### config.mk
export PLATFORM = sky130hd
export DESIGN_NAME = synth_control_word_decoder
export DESIGN_NICKNAME = d
export VERILOG_FILES = /design/src/logic/synth_control_word_decoder.v
export VERILOG_INCLUDE_DIRS = /design/src /design/src/logic
export SDC_FILE = /design/constraint.sdc
export NUM_CORES = 1
export LEC_CHECK = 0
export ABC_AREA = 1
export ABC_CLOCK_PERIOD_IN_PS = 3350
export BUFFER_PORTS_ARGS = -buffer_cell sky130_fd_sc_hd__buf_2
export CAP_MARGIN = 25
export CORE_ASPECT_RATIO = 1.4
export CORE_MARGIN = 8
export CORE_UTILIZATION = 25
export CTS_CLUSTER_SIZE = 14
export DETAILED_ROUTE_END_ITERATION = 6
export GPL_TIMING_DRIVEN = 0
export PLACE_DENSITY = 0.41
export SLEW_MARGIN = 20
export SYNTH_ARGS = -nofsm -noshare
export SYNTH_HDL_FRONTEND = slang
export SYNTH_SLANG_ARGS = --single-unit
### constraint.sdc
create_clock -name core_clk_in -period 3.35 [get_ports core_clk_in]
set_input_delay 0.5025 -clock core_clk_in [delete_from_list [all_inputs] [get_ports core_clk_in]]
set_output_delay 0.5025 -clock core_clk_in [all_outputs]
set_load 0.02 [all_outputs]
### src/logic/synth_ctrl_consts.vh
`ifndef SYNTH_CTRL_CONSTS_VH
`define SYNTH_CTRL_CONSTS_VH
// ==========================================
// Word and address layout
`define WORD_BITS        24
`define ADDR2_MAIN       2'b00
`define ADDR2_CONFIG     2'b01
`define ADDR2_PUMP       2'b10
`define ADDR3_LOOP       3'b011
// ==========================================
// Main divider word fields
`define FN_LSB           2
`define FN_MSB           12
`define SWALLOW_LSB      13
`define SWALLOW_MSB      15
`define PROG_LSB         16
`define PROG_MSB         19
`define USE_DEFAULT_BIT  23
// ==========================================
// Configuration word fields
`define AUX_ON_BIT       2
`define MAIN_ON_BIT      3
`define POWER_LSB        4
`define POWER_MSB        5
`define SPUR_LSB         11
`define SPUR_MSB         12
`define REF_SEL_BIT      21
`define AUX_SEL_LSB      22
`define AUX_SEL_MSB      23
// ==========================================
// Pump and loop word fields
`define PUMP_LSB         22
`define PUMP_MSB         23
`define OSC_CUR_LSB      3
`define OSC_CUR_MSB      4
`define BW_ON_BIT        19
`define CRIT_LSB         20
`define CRIT_MSB         21
`define DUR_LSB          22
`define DUR_MSB          23
// ==========================================
// Mode codes
`define SPUR_OFF         2'b00
`define SPUR_TRACK       2'b10
`define SPUR_ONCE        2'b11
// ==========================================
// Reset images (documented default bit patterns)
`define MAIN_RESET       24'h00_0000
`define CONFIG_RESET     24'h90_0141
`define PUMP_RESET       24'h09_D68A
`define LOOP_RESET       24'hFD_E863
`endif

### src/logic/synth_control_word_decoder.v
// Contract
// - Divide ratio is prescaler times count plus extras
// - Prescaler is eight or six per variant
// - Address 01 loads configuration word
// - Aux select picks default aux frequency
// - Reference select bit reports reference rate
// - Spur field decodes off, track, once
// - Once mode freezes compensation at lock
// - Output power level monotonic zero to three
// - Main and aux enables act independently
// - Chip enable low powers everything down
// - Address 10 loads pump current word
// - Pump field selects 100/200/300/800 uA
// - Address 011 loads loop bandwidth word
// - Duration field sets controller acting time (here only passed out; bandwidth_active_out has no time limit)
// - Controller stops once phase within criterion
// - Criterion code 00 largest offset allowed
// - Bandwidth enable gates controller while locking
// - Oscillator current scales monotonic with code
// - Shift 24 bits msb first, rising clock
// - Latch strobe rising edge copies shift register
// - Address 00 loads main divider word
`timescale 1ns/1ps
`include "synth_ctrl_consts.vh"
module synth_control_word_decoder #(
    parameter PRESCALER = 8
) (
    input  wire        core_clk_in,
    input  wire        srst_in,
    input  wire        serial_data_in,
    input  wire        serial_clk_in,
    input  wire        latch_strobe_in,
    input  wire        chip_enable_in,
    input  wire        loop_locked_in,
    input  wire        phase_in_criterion_in,
    output reg  [7:0]  main_divide_int_out,
    output reg  [10:0] fractional_numerator_out,
    output reg         use_default_counts_out,
    output reg  [1:0]  aux_default_select_out,
    output reg         reference_rate_select_out,
    output reg  [1:0]  spur_reduction_mode_out,
    output reg         compensation_track_out,
    output reg  [1:0]  output_power_level_out,
    output reg         main_synth_on_out,
    output reg         aux_loop_on_out,
    output reg  [1:0]  aux_pump_current_out,
    output reg  [9:0]  aux_pump_ua_out,
    output reg  [1:0]  bandwidth_duration_out,
    output reg  [1:0]  phase_criterion_out,
    output reg         bandwidth_control_on_out,
    output reg         bandwidth_active_out,
    output reg  [1:0]  oscillator_current_out
);
    // ==========================================
    // Pin synchronisers
    reg [2:0] sclk_sync;
    reg [2:0] latch_sync;
    reg [1:0] data_sync;
    reg [1:0] ce_sync;
    reg [1:0] lock_sync;
    reg [1:0] phase_sync;
    always @(posedge core_clk_in) begin
        if (srst_in) begin
            sclk_sync  <= 3'b000;
            latch_sync <= 3'b000;
            data_sync  <= 2'b00;
            ce_sync    <= 2'b00;
            lock_sync  <= 2'b00;
            phase_sync <= 2'b00;
        end else begin
            sclk_sync  <= {sclk_sync[1:0], serial_clk_in};
            latch_sync <= {latch_sync[1:0], latch_strobe_in};
            data_sync  <= {data_sync[0], serial_data_in};
            ce_sync    <= {ce_sync[0], chip_enable_in};
            lock_sync  <= {lock_sync[0], loop_locked_in};
            phase_sync <= {phase_sync[0], phase_in_criterion_in};
        end
    end
    // Edges judged only on stages two and three
    wire sclk_rise  = sclk_sync[1] & ~sclk_sync[2];
    wire latch_rise = latch_sync[1] & ~latch_sync[2];
    wire chip_on    = ce_sync[1];
    wire locked     = lock_sync[1];

    // ==========================================
    // Shift register and word store
    reg [23:0] shift_word;
    reg [23:0] main_word;
    reg [23:0] config_word;
    reg [23:0] pump_word;
    reg [23:0] loop_word;
    always @(posedge core_clk_in) begin
        if (srst_in) begin
            shift_word  <= 24'h00_0000;
            main_word   <= `MAIN_RESET;
            config_word <= `CONFIG_RESET;
            pump_word   <= `PUMP_RESET;
            loop_word   <= `LOOP_RESET;
        end else begin
            if (sclk_rise)
                shift_word <= {shift_word[22:0], data_sync[1]};
            // Data lands within three core cycles of clock edge; strobe trails the last rising clock edge by 92.5 ns anyway
            if (latch_rise) begin
                if (shift_word[1:0] == `ADDR2_MAIN)
                    main_word <= shift_word;
                else if (shift_word[1:0] == `ADDR2_CONFIG)
                    config_word <= shift_word;
                else if (shift_word[1:0] == `ADDR2_PUMP)
                    pump_word <= shift_word;
                else if (shift_word[2:0] == `ADDR3_LOOP)
                    loop_word <= shift_word;
                // Longer addresses (aux divider, test) are dropped here
            end
        end
    end

    // ==========================================
    // Field decode
    wire [3:0]  prog_cnt    = main_word[`PROG_MSB:`PROG_LSB];
    wire [2:0]  swallow_cnt = main_word[`SWALLOW_MSB:`SWALLOW_LSB];
    wire [7:0]  prescale_w  = PRESCALER[7:0];
    // Range of counts is the host's duty; no clamping
    wire [7:0]  next_divide = prescale_w * {4'h0, prog_cnt} + {5'h00, swallow_cnt};
    wire [1:0]  spur_mode   = config_word[`SPUR_MSB:`SPUR_LSB];
    wire [1:0]  pump_code   = pump_word[`PUMP_MSB:`PUMP_LSB];
    reg  [9:0]  next_pump_ua;
    always @* begin
        case (pump_code)
            2'b00:   next_pump_ua = 10'd100;
            2'b01:   next_pump_ua = 10'd200;
            2'b10:   next_pump_ua = 10'd300;
            default: next_pump_ua = 10'd800;
        endcase
    end

    // ==========================================
    // Compensation tracking and bandwidth controller
    reg locked_d;
    reg frozen;
    wire lock_rise = locked & ~locked_d;
    always @(posedge core_clk_in) begin
        if (srst_in) begin
            locked_d <= 1'b0;
            frozen   <= 1'b0;
        end else begin
            locked_d <= locked;
            // Freeze only at the entry to lock; leaving lock rearms
            if (spur_mode != `SPUR_ONCE || !locked)
                frozen <= 1'b0;
            else if (lock_rise)
                frozen <= 1'b1;
        end
    end

    // ==========================================
    // Output registers
    always @(posedge core_clk_in) begin
        if (srst_in) begin
            main_divide_int_out       <= 8'h00;
            fractional_numerator_out  <= 11'h000;
            use_default_counts_out    <= 1'b0;
            aux_default_select_out    <= 2'b00;
            reference_rate_select_out <= 1'b0;
            spur_reduction_mode_out   <= 2'b00;
            compensation_track_out    <= 1'b0;
            output_power_level_out    <= 2'b00;
            main_synth_on_out         <= 1'b0;
            aux_loop_on_out           <= 1'b0;
            aux_pump_current_out      <= 2'b00;
            aux_pump_ua_out           <= 10'h000;
            bandwidth_duration_out    <= 2'b00;
            phase_criterion_out       <= 2'b00;
            bandwidth_control_on_out  <= 1'b0;
            bandwidth_active_out      <= 1'b0;
            oscillator_current_out    <= 2'b00;
        end else begin
            main_divide_int_out       <= next_divide;
            fractional_numerator_out  <= main_word[`FN_MSB:`FN_LSB];
            use_default_counts_out    <= main_word[`USE_DEFAULT_BIT];
            aux_default_select_out    <= config_word[`AUX_SEL_MSB:`AUX_SEL_LSB];
            reference_rate_select_out <= config_word[`REF_SEL_BIT];
            spur_reduction_mode_out   <= spur_mode;
            // Code 01 unused; treated as off
            compensation_track_out    <= chip_on &&
                                         (spur_mode == `SPUR_TRACK ||
                                          (spur_mode == `SPUR_ONCE && !frozen && !locked));
            output_power_level_out    <= config_word[`POWER_MSB:`POWER_LSB];
            main_synth_on_out         <= chip_on & config_word[`MAIN_ON_BIT];
            aux_loop_on_out           <= chip_on & config_word[`AUX_ON_BIT];
            aux_pump_current_out      <= pump_code;
            aux_pump_ua_out           <= next_pump_ua;
            bandwidth_duration_out    <= loop_word[`DUR_MSB:`DUR_LSB];
            phase_criterion_out       <= loop_word[`CRIT_MSB:`CRIT_LSB];
            bandwidth_control_on_out  <= loop_word[`BW_ON_BIT];
            // Acts while locking, stops once phase is inside criterion
            bandwidth_active_out      <= chip_on & config_word[`MAIN_ON_BIT] & loop_word[`BW_ON_BIT]
                                         & ~locked & ~phase_sync[1];
            oscillator_current_out    <= loop_word[`OSC_CUR_MSB:`OSC_CUR_LSB];
        end
    end
endmodule // synth_control_word_decoder

# Word level (Yosys, flattened, before mapping)
# Cells that the tools add are included.
# word_totals
input_bits	8
reg_bits	186
# op_classes
n_reduce_logical	14
n_bitwise	16
n_addsub	1
eq_ne	8
mux	1
# ops
op	n
$pmux W10 S3	1
$add A7 B3 Y8	1
$and A1 B1 Y1	8
$eq A2 B2 Y1 const B	4
$not A1 Y1	8
$reduce_and A5 Y1	1
$eq A2 B1 Y1 const B	2
$logic_not A2 Y1	2
$reduce_and A4 Y1	1
$eq A3 B2 Y1 const B	1
$logic_and A1 B1 Y1	3
$reduce_and A3 Y1	1
$logic_not A1 Y1	2
$logic_or A1 B1 Y1	2
$ne A2 B2 Y1 const B	1
$reduce_and A2 Y1	1
$reduce_or A2 Y1	1

# Longest topological paths before layout
# Gate-level depths: netlist (run 1).
# logic_depth
word_depth	5
depth_mapped	8
depth_no_buf	8

# Least setup slack after synthesis (run 1)
# Ideal clock, no wire load.
# synth_path
path_kind	register to register
start	register shift_word[0]
end	register loop_word[19]
slack_ns	2.045
path_stages_with_launch	9
setup_time_ns	0.130
period_less_slack_ns	1.305
required_time_ns	3.220
arrival_ns	1.175
path_cell_list	dfxtp_1 inv_1 ha_1 nor2_1 nand2_1 inv_1 nand2_1 nand2_1 nand3_1
# synth_between
elab_chain_len	3
# synth_lines
item	line_no	rtl
start, declared	synth_control_word_decoder.v:87	reg [23:0] shift_word;
start signal, assigned	synth_control_word_decoder.v:101	shift_word <= {shift_word[22:0], data_sync[1]};
$eq A2 B2 Y1 (no line) (tied with other cells)	-	
$not A1 Y1 (no line)	-	
$reduce_and A5 Y1 (no line) *	-	
end signal, assigned	synth_control_word_decoder.v:98	loop_word <= `LOOP_RESET;
end signal, assigned	synth_control_word_decoder.v:111	loop_word <= shift_word;
end, declared	synth_control_word_decoder.v:91	reg [23:0] loop_word;
# Every way passes the cells marked *; elsewhere a longest branch is shown, timed or not.
# A chain may end at the register's enable or synchronous reset.

# Worst setup path after layout (run 1)
# layout_path
start	register shift_word[0]
end	register loop_word[21]
# The elaborated chain is that of the path after synthesis.

==> impl_metrics.json, run 1 <==
{
  "status": "completed",
  "yosys_register_bits": 123,
  "rr_worst_depth": 8,
  "worstHoldEndpoint": "data_sync[0]",
  "design.core.area_mm2": 0.01654,
  "gp_congestion": 0.7491,
  "ant_nets": 0,
  "critPathKind": "register to register",
  "cpMaxStageDelayCell": "dfxtp_1",
  "num_rows": 56,
  "antenna_cells": 0,
  "cts_hold_buf": 0,
  "ys_top_cells_by_area": "dfxtp_1 (59%), nor2_1 (13%), inv_1 (6.1%), o21ai_0 (4.0%), nand2_1 (3.1%)",
  "postCtsSetupRepairBufs": 0,
  "rr_endpoint": "loop_word[21]",
  "port_buffers": 53,
  "die_height_um": 168.5,
  "yosysTopAreaCellShare": 0.5929,
  "r2r-start": "shift_word[0]",
  "hold_depth": 3,
  "syn_area_mm2": 0.004153,
  "finalCritPeriodShare": 0.4554,
  "cellLeakagePower_nw": 2.483,
  "grt_usage": 0.09513,
  "ctsRootBufferMaster": "clkbuf_16",
  "setup_viol": 0,
  "grt_pass1_vias": 3224,
  "cts_tree": "done",
  "multi_input_area_mm2": 0.001277,
  "hold_violations": 0,
  "power_w": 0.003571,
  "cts_resized": 0,
  "min-delay-start": "serial_data_in",
  "finalMaxSlewViolations": 0,
  "antenna_found_initial": 0,
  "place_area_mm2": 0.004683,
  "rsz0062_at_grt": "false",
  "drtIter0Drc": 129,
  "drcViolationCount": 0,
  "fin_nets": 590,
  "worstPathCellList": "inv_1 -> ha_1 -> nor2_1 -> nand2_1 -> inv_1 -> nand2_1 -> nand2_1 -> nand3_1",
  "synth_seq_area_share": 0.5929,
  "fin_skew_ns": 0.01090,
  "die_area_mm2": 0.02105,
  "grt_pass1_wl_mm": 15.81,
  "ir_drop_uv": 251.5,
  "cp-start-kind": "register",
  "grt_max_degree": 17,
  "regToRegSetupSlack_ns": 1.82,
  "cts-buffers-inserted": 17,
  "synth_area_per_cell_um2": 8.339,
  "clockBufferDepth": 2,
  "final.fill_count": 1774,
  "grt-ovfl-total": 0,
  "areaGrowthSynthToFinish_pct": 27.33,
  "finalSetupTns_ns": 0,
  "drive_gt1_frac": 0.1863,
  "hold_class": "input port to register",
  "arrival_ns": 1.80,
  "fp.dieW_um": 124.9,
  "fmax_mhz": 655.5,
  "end_kind": "register",
  "required_ns": 3.63,
  "wl_per_cell_um": 11.92,
  "vias": 3118,
  "power_density_mw_per_mm2": 675.4,
  "design_area_mm2": 0.005288,
  "clk_latency_ns": 0.41,
  "drv_cap": 0,
  "clock_sinks": 123,
  "initial_core_util": 0.2511,
  "yosysWarnings": 0,
  "worstPathMaxFanout": 5,
  "netlist-cell-type-count": 20,
  "cp_common_cell": "nand2_1",
  "dpl.hpwl_mm": 6.837,
  "ff_latch_area_mm2": 0.002462,
  "worst_path_largest_cell_delay_ns": 0.35,
  "dr.pass1.iters": 4,
  "synthCells": 498,
  "clk_pin_slew_ns": 0.05,
  "cts_max_level": 4,
  "fin_crit_ns": 1.526,
  "post_layout_nonfiller_instances": 788,
  "synth_top_area_cell": "dfxtp_1",
  "ios": 58,
  "vias_per_cell": 3.957,
  "placed_cells": 757,
  "wl_mm": 9.392
}
## placed cells by master, fill, tap and decap left out, drive strengths merged, types with 9 or more instances in the layout
master  netlist  layout
nor2        154     154
dfxtp       123     123
inv          71      71
buf          18      71
o21ai        43      43
nand2        36      36
clkbuf        7      31
nand3        17      17
a21oi        15      15
ha            9       9
## metal layers
metal | vias up | wire length [um] | track usage
met3 | 11 | 450 | 0.03243
met1 | 1405 | 4064 | 0.09789
li1 | 1651 | - | -
met4 | 0 | 160 | 0.05101
met5 | - | 0 | 0
met2 | 51 | 4716 | 0.1678
## cell type report
class	count	share of cell area
repair buffers	53	0.05017
plain buffers	25	0.02911
well taps	203	0.04804
multi-input cells	281	0.2416
inverters	72	0.05111
flip-flops and latches	123	0.4657
clock inverters	7	0.02130
clock buffers	24	0.09300
## state kept, by name, indices dropped and copies added, names as in the netlist, 3 cells and up
name / count
shift_word: 24
main_word: 19
fractional_numerator_out: 11
config_word: 9
aux_pump_ua_out: 7
loop_word: 7
main_divide_int_out: 7
latch_sync: 3
sclk_sync: 3
## cell usage after synthesis
| master | n |
|---|---|
| nand3_1 | 17 |
| nand4_1 | 2 |
| clkbuf_1 | 7 |
| nor2_1 | 149 |
| a21oi_1 | 15 |
| o21ai_1 | 10 |
| nand2_1 | 34 |
| nand2_2 | 2 |
| inv_1 | 68 |
| clkinv_1 | 1 |
| nor4_1 | 1 |
| buf_2 | 9 |
| conb_1 | 1 |
| ha_1 | 9 |
| buf_6 | 4 |
| nor2_4 | 5 |
| dfxtp_1 | 123 |
| inv_2 | 3 |
| o21ai_0 | 33 |
| buf_4 | 5 |
## power by group
group / internal (W) / total (W) / switching (W)
Clock: 0.00124 / 0.00188 / 0.000635
Sequential: 0.00151 / 0.00153 / 0.0000235
Combinational: 0.0000520 / 0.000160 / 0.000108
## logic make-up (layout without fill, tap and decap cells)
family | Yosys count | count (layout) | share of synthesized area
AO/OA/AOI/OAI | 58 | 58 | 0.06990
adder cells (fa/ha/maj) | 9 | 9 | 0.02712
buffers and inverters | 97 | 181 | 0.1021
flip-flops | 123 | 123 | 0.5929
other | 1 | 4 | 0.0009030
AND/OR/NAND/NOR | 210 | 210 | 0.2070
## per-stage QoR
| step | utilization | worst slack (ns) | hold slack [ns] |
|---|---|---|---|
| final | 0.3198 | 1.824 | 0.2997 |
| after global routing | 0.3198 | 1.658 | 0.2979 |
| after detailed placement | 0.2832 | 1.785 | 0.3975 |
| after floorplan | - | 2.045 | 0.3743 |
| after CTS | 0.3198 | 1.820 | 0.2872 |
| after global placement | 0.2832 | 1.811 | 0.3899 |
## worst max-delay path by stage
| stage | endpoint | depth (start not counted) | slack [ns] | startpoint |
|---|---|---|---|---|
| detailed placement | main_word[2] | 5 | 1.79 | srst_in |
| floorplan | loop_word[19] | 8 | 2.05 | shift_word[0] |
| CTS | loop_word[20] | 8 | 1.82 | shift_word[0] |
| global placement | main_word[4] | 5 | 1.81 | srst_in |
| global route | loop_word[21] | 8 | 1.66 | shift_word[1] |
| finish | loop_word[21] | 8 | 1.82 | shift_word[0] |
## critical path: cells and delay by family, from the launching register on
family | cells | cell delay (ns)
buffers and inverters | 2 | 0.21
DFF | 1 | 0.35
adders and majority gates | 1 | 0.29
and+or+nand+nor | 5 | 0.55
Power figures use the tool's default switching activity.
==> inputs of run 2 (changes only) <==
ABC_CLOCK_PERIOD_IN_PS = 1200   (was 3350)
PLACE_DENSITY = 0.43   (was 0.41)
clock period = 1.2 ns   (was 3.35 ns; I/O delays follow)
==> run 2 against run 1 <==
- the flow now finishes with violations (negative setup slack)
- worst setup slack got worse by 1.9 ns
- maximum frequency rose by 20%
- count of clock-buffer cells in the layout fell by 4
- highest routed layer unchanged
==> impl_metrics.json, run 2 (synthesis gave the netlist of run 1 again) <==
{
  "swShare": 0.2214,
  "dpl.hpwl_mm": 6.700,
  "fin_nets": 613,
  "largest_register": "shift_word",
  "timing.slew.headroom": 0.6602,
  "hold_violations": 0,
  "comb_power_share": 0.057,
  "ant_nets": 0,
  "rsz0062_at_grt": "true",
  "cts_max_level": 4,
  "worstPathMaxFanout": 8,
  "use_met3": 0.03086,
  "fin_skew_ns": 0.006863,
  "end_kind": "register",
  "layout_common_cells": "nor2_1 (134), dfxtp_1 (120), inv_1 (63)",
  "die_area_mm2": 0.02105,
  "fin_crit_ns": 1.274,
  "worst_path_largest_cell_delay_ns": 0.35,
  "grt_max_degree": 17,
  "reg.largest.list": "shift_word x24, main_word x19, fractional_numerator_out x11",
  "wl_mm": 9.778,
  "internal_power_w": 0.007797,
  "drive_gt1_frac": 0.2857,
  "cts_tree": "done",
  "grt_usage": 0.09629,
  "fp.dieW_um": 124.9,
  "cp_common_cell": "inv_4",
  "drtIter0Drc": 161,
  "clock_sinks": 123,
  "hold_class": "input port to register",
  "worstPathCellList": "inv_4 -> ha_4 -> inv_4 -> nor2_4 -> buf_6 -> buf_8 -> o21ai_1 -> nor2_1",
  "arrival_ns": 1.62,
  "cts-buffers-inserted": 17,
  "finalCritPeriodShare": 1.062,
  "busiest_layer": "met2",
  "crit_buf_inv": 4,
  "clk_latency_ns": 0.41,
  "path_delay_family": "buffers and inverters",
  "antenna_cells": 0,
  "wl_per_cell_um": 12.04,
  "final_common_cell": "nor2_1",
  "setup_viol": 23,
  "required_ns": 1.54,
  "clockPowerShare": 0.515,
  "num_rows": 56,
  "vias_per_cell": 3.974,
  "ir_drop_uv": 732.2,
  "design_area_mm2": 0.005738,
  "clockBufferDepth": 2,
  "antenna_found_initial": 0,
  "port_buffers": 53,
  "p_sw_w": 0.002216,
  "power_density_mw_per_mm2": 1745,
  "cpMaxStageDelayCell": "dfxtp_4",
  "drv_cap": 0,
  "clk_pin_slew_ns": 0.06,
  "vias": 3227,
  "die_height_um": 168.5,
  "grt-ovfl-total": 0,
  "dr.pass1.iters": 4,
  "post-route-util": 0.3470,
  "ctsRootBufferMaster": "clkbuf_16",
  "place_area_mm2": 0.004703,
  "failed_checks": "negative setup slack",
  "seqPwrFrac": 0.429,
  "design.core.area_mm2": 0.01654,
  "fmax_mhz": 784.7,
  "tightest_slew_ns": 0.5097,
  "largest_reg_flops": 24,
  "ios": 58,
  "grt_util_met2": 0.1713,
  "finalMaxSlewViolations": 0,
  "grt_pass1_wl_mm": 16.08,
  "cellLeakagePower_nw": 2.637,
  "grt_pass1_vias": 3315,
  "gp_congestion": 0.7577,
  "cp-start-kind": "register",
  "initial_core_util": 0.2511,
  "setup_ws_ns": -0.07445,
  "met1_usage": 0.1004,
  "critPathKind": "register to register",
  "status": "finished, violations left",
  "areaGrowthSynthToFinish_pct": 38.17,
  "hold_slack_ns": 0.2219,
  "drcViolationCount": 0
}
run 2: cell count changes in the layout (fill, tap and decap cells not counted), moves of 5 or more:
| cell | delta |
|---|---|
| nor2_2 | +9 |
| nand2_2 | +6 |
| nor2_4 | +7 |
| buf_4 | +9 |
| nand3_2 | +7 |
| nand2_1 | -8 |
| nand3_1 | -8 |
| nor2_1 | -15 |
| dlygate4sd3_1 | +6 |
| inv_1 | -5 |
| o21ai_0 | -6 |
run 2: power groups by stage:
stage	clock, W	sequential (W)	combinational (W)
finish	0.00515	0.00429	0.000567
global route	0.00550	0.00431	0.000635
CTS	0.00527	0.00429	0.000517
detailed placement	0	0.00437	0.000459
global placement	0	0.00437	0.000458
floorplan	0	0.00440	0.000281
run 2: repair_timing:
item                       4_1_cts  5_1_grt
hold buffers                     6        0
hold endpoints to repair         6        0
pin swaps                       10       13
buffers inserted                 8        5
gates cloned                     2        2
setup endpoints to repair       29       58
resized for setup               19       54
run 2: path summary, 6_finish.rpt:
check	cells after the start	startpoint	slack, ns	endpoint
worst max-delay path	8	shift_word[0]	-0.07	main_word[16]
worst min-delay path	4	srst_in	0.22	spur_reduction_mode_out[1]
worst max register to register	8	shift_word[0]	-0.07	main_word[16]
worst min register to register	1	phase_sync[1]	0.39	bandwidth_active_out
run 2: through the flow:
step,TNS (ns),setup slack (ns),power [W],std cells
final,-1.083,-0.07445,0.01001,812
after global routing,-3.323,-0.1524,0.01044,812
after CTS,-0.6596,-0.05000,0.01008,805
after detailed placement,-2.009,-0.1428,0.004830,757
after global placement,-1.670,-0.1284,0.004829,757
after floorplan,0,0.002181,0.004682,501
run 2: layout make-up:
class	count	area, um^2
plain buffers	25	172.7
clock buffers	20	456.7
clock inverters	12	146.4
fillers	1739	10800
inverters	72	284.0
multi-input cells	282	1456
flip-flops and latches	123	2469
well taps	203	254.0
repair buffers	75	499.2
run 2: worst reg2reg max path: stages (launching register included):
cell and delay, ns:
dfxtp_4 0.35, inv_4 0.06, ha_4 0.16, inv_4 0.04, nor2_4 0.12, buf_6 0.16
buf_8 0.12, o21ai_1 0.06, nor2_1 0.13
run 2: routing by layer:
layer	part of all wire	vias to the layer above
met1	0.43	1469
li1	-	1699
met3	0.029	9
met5	0	-
met2	0.52	50
met4	0.015	0
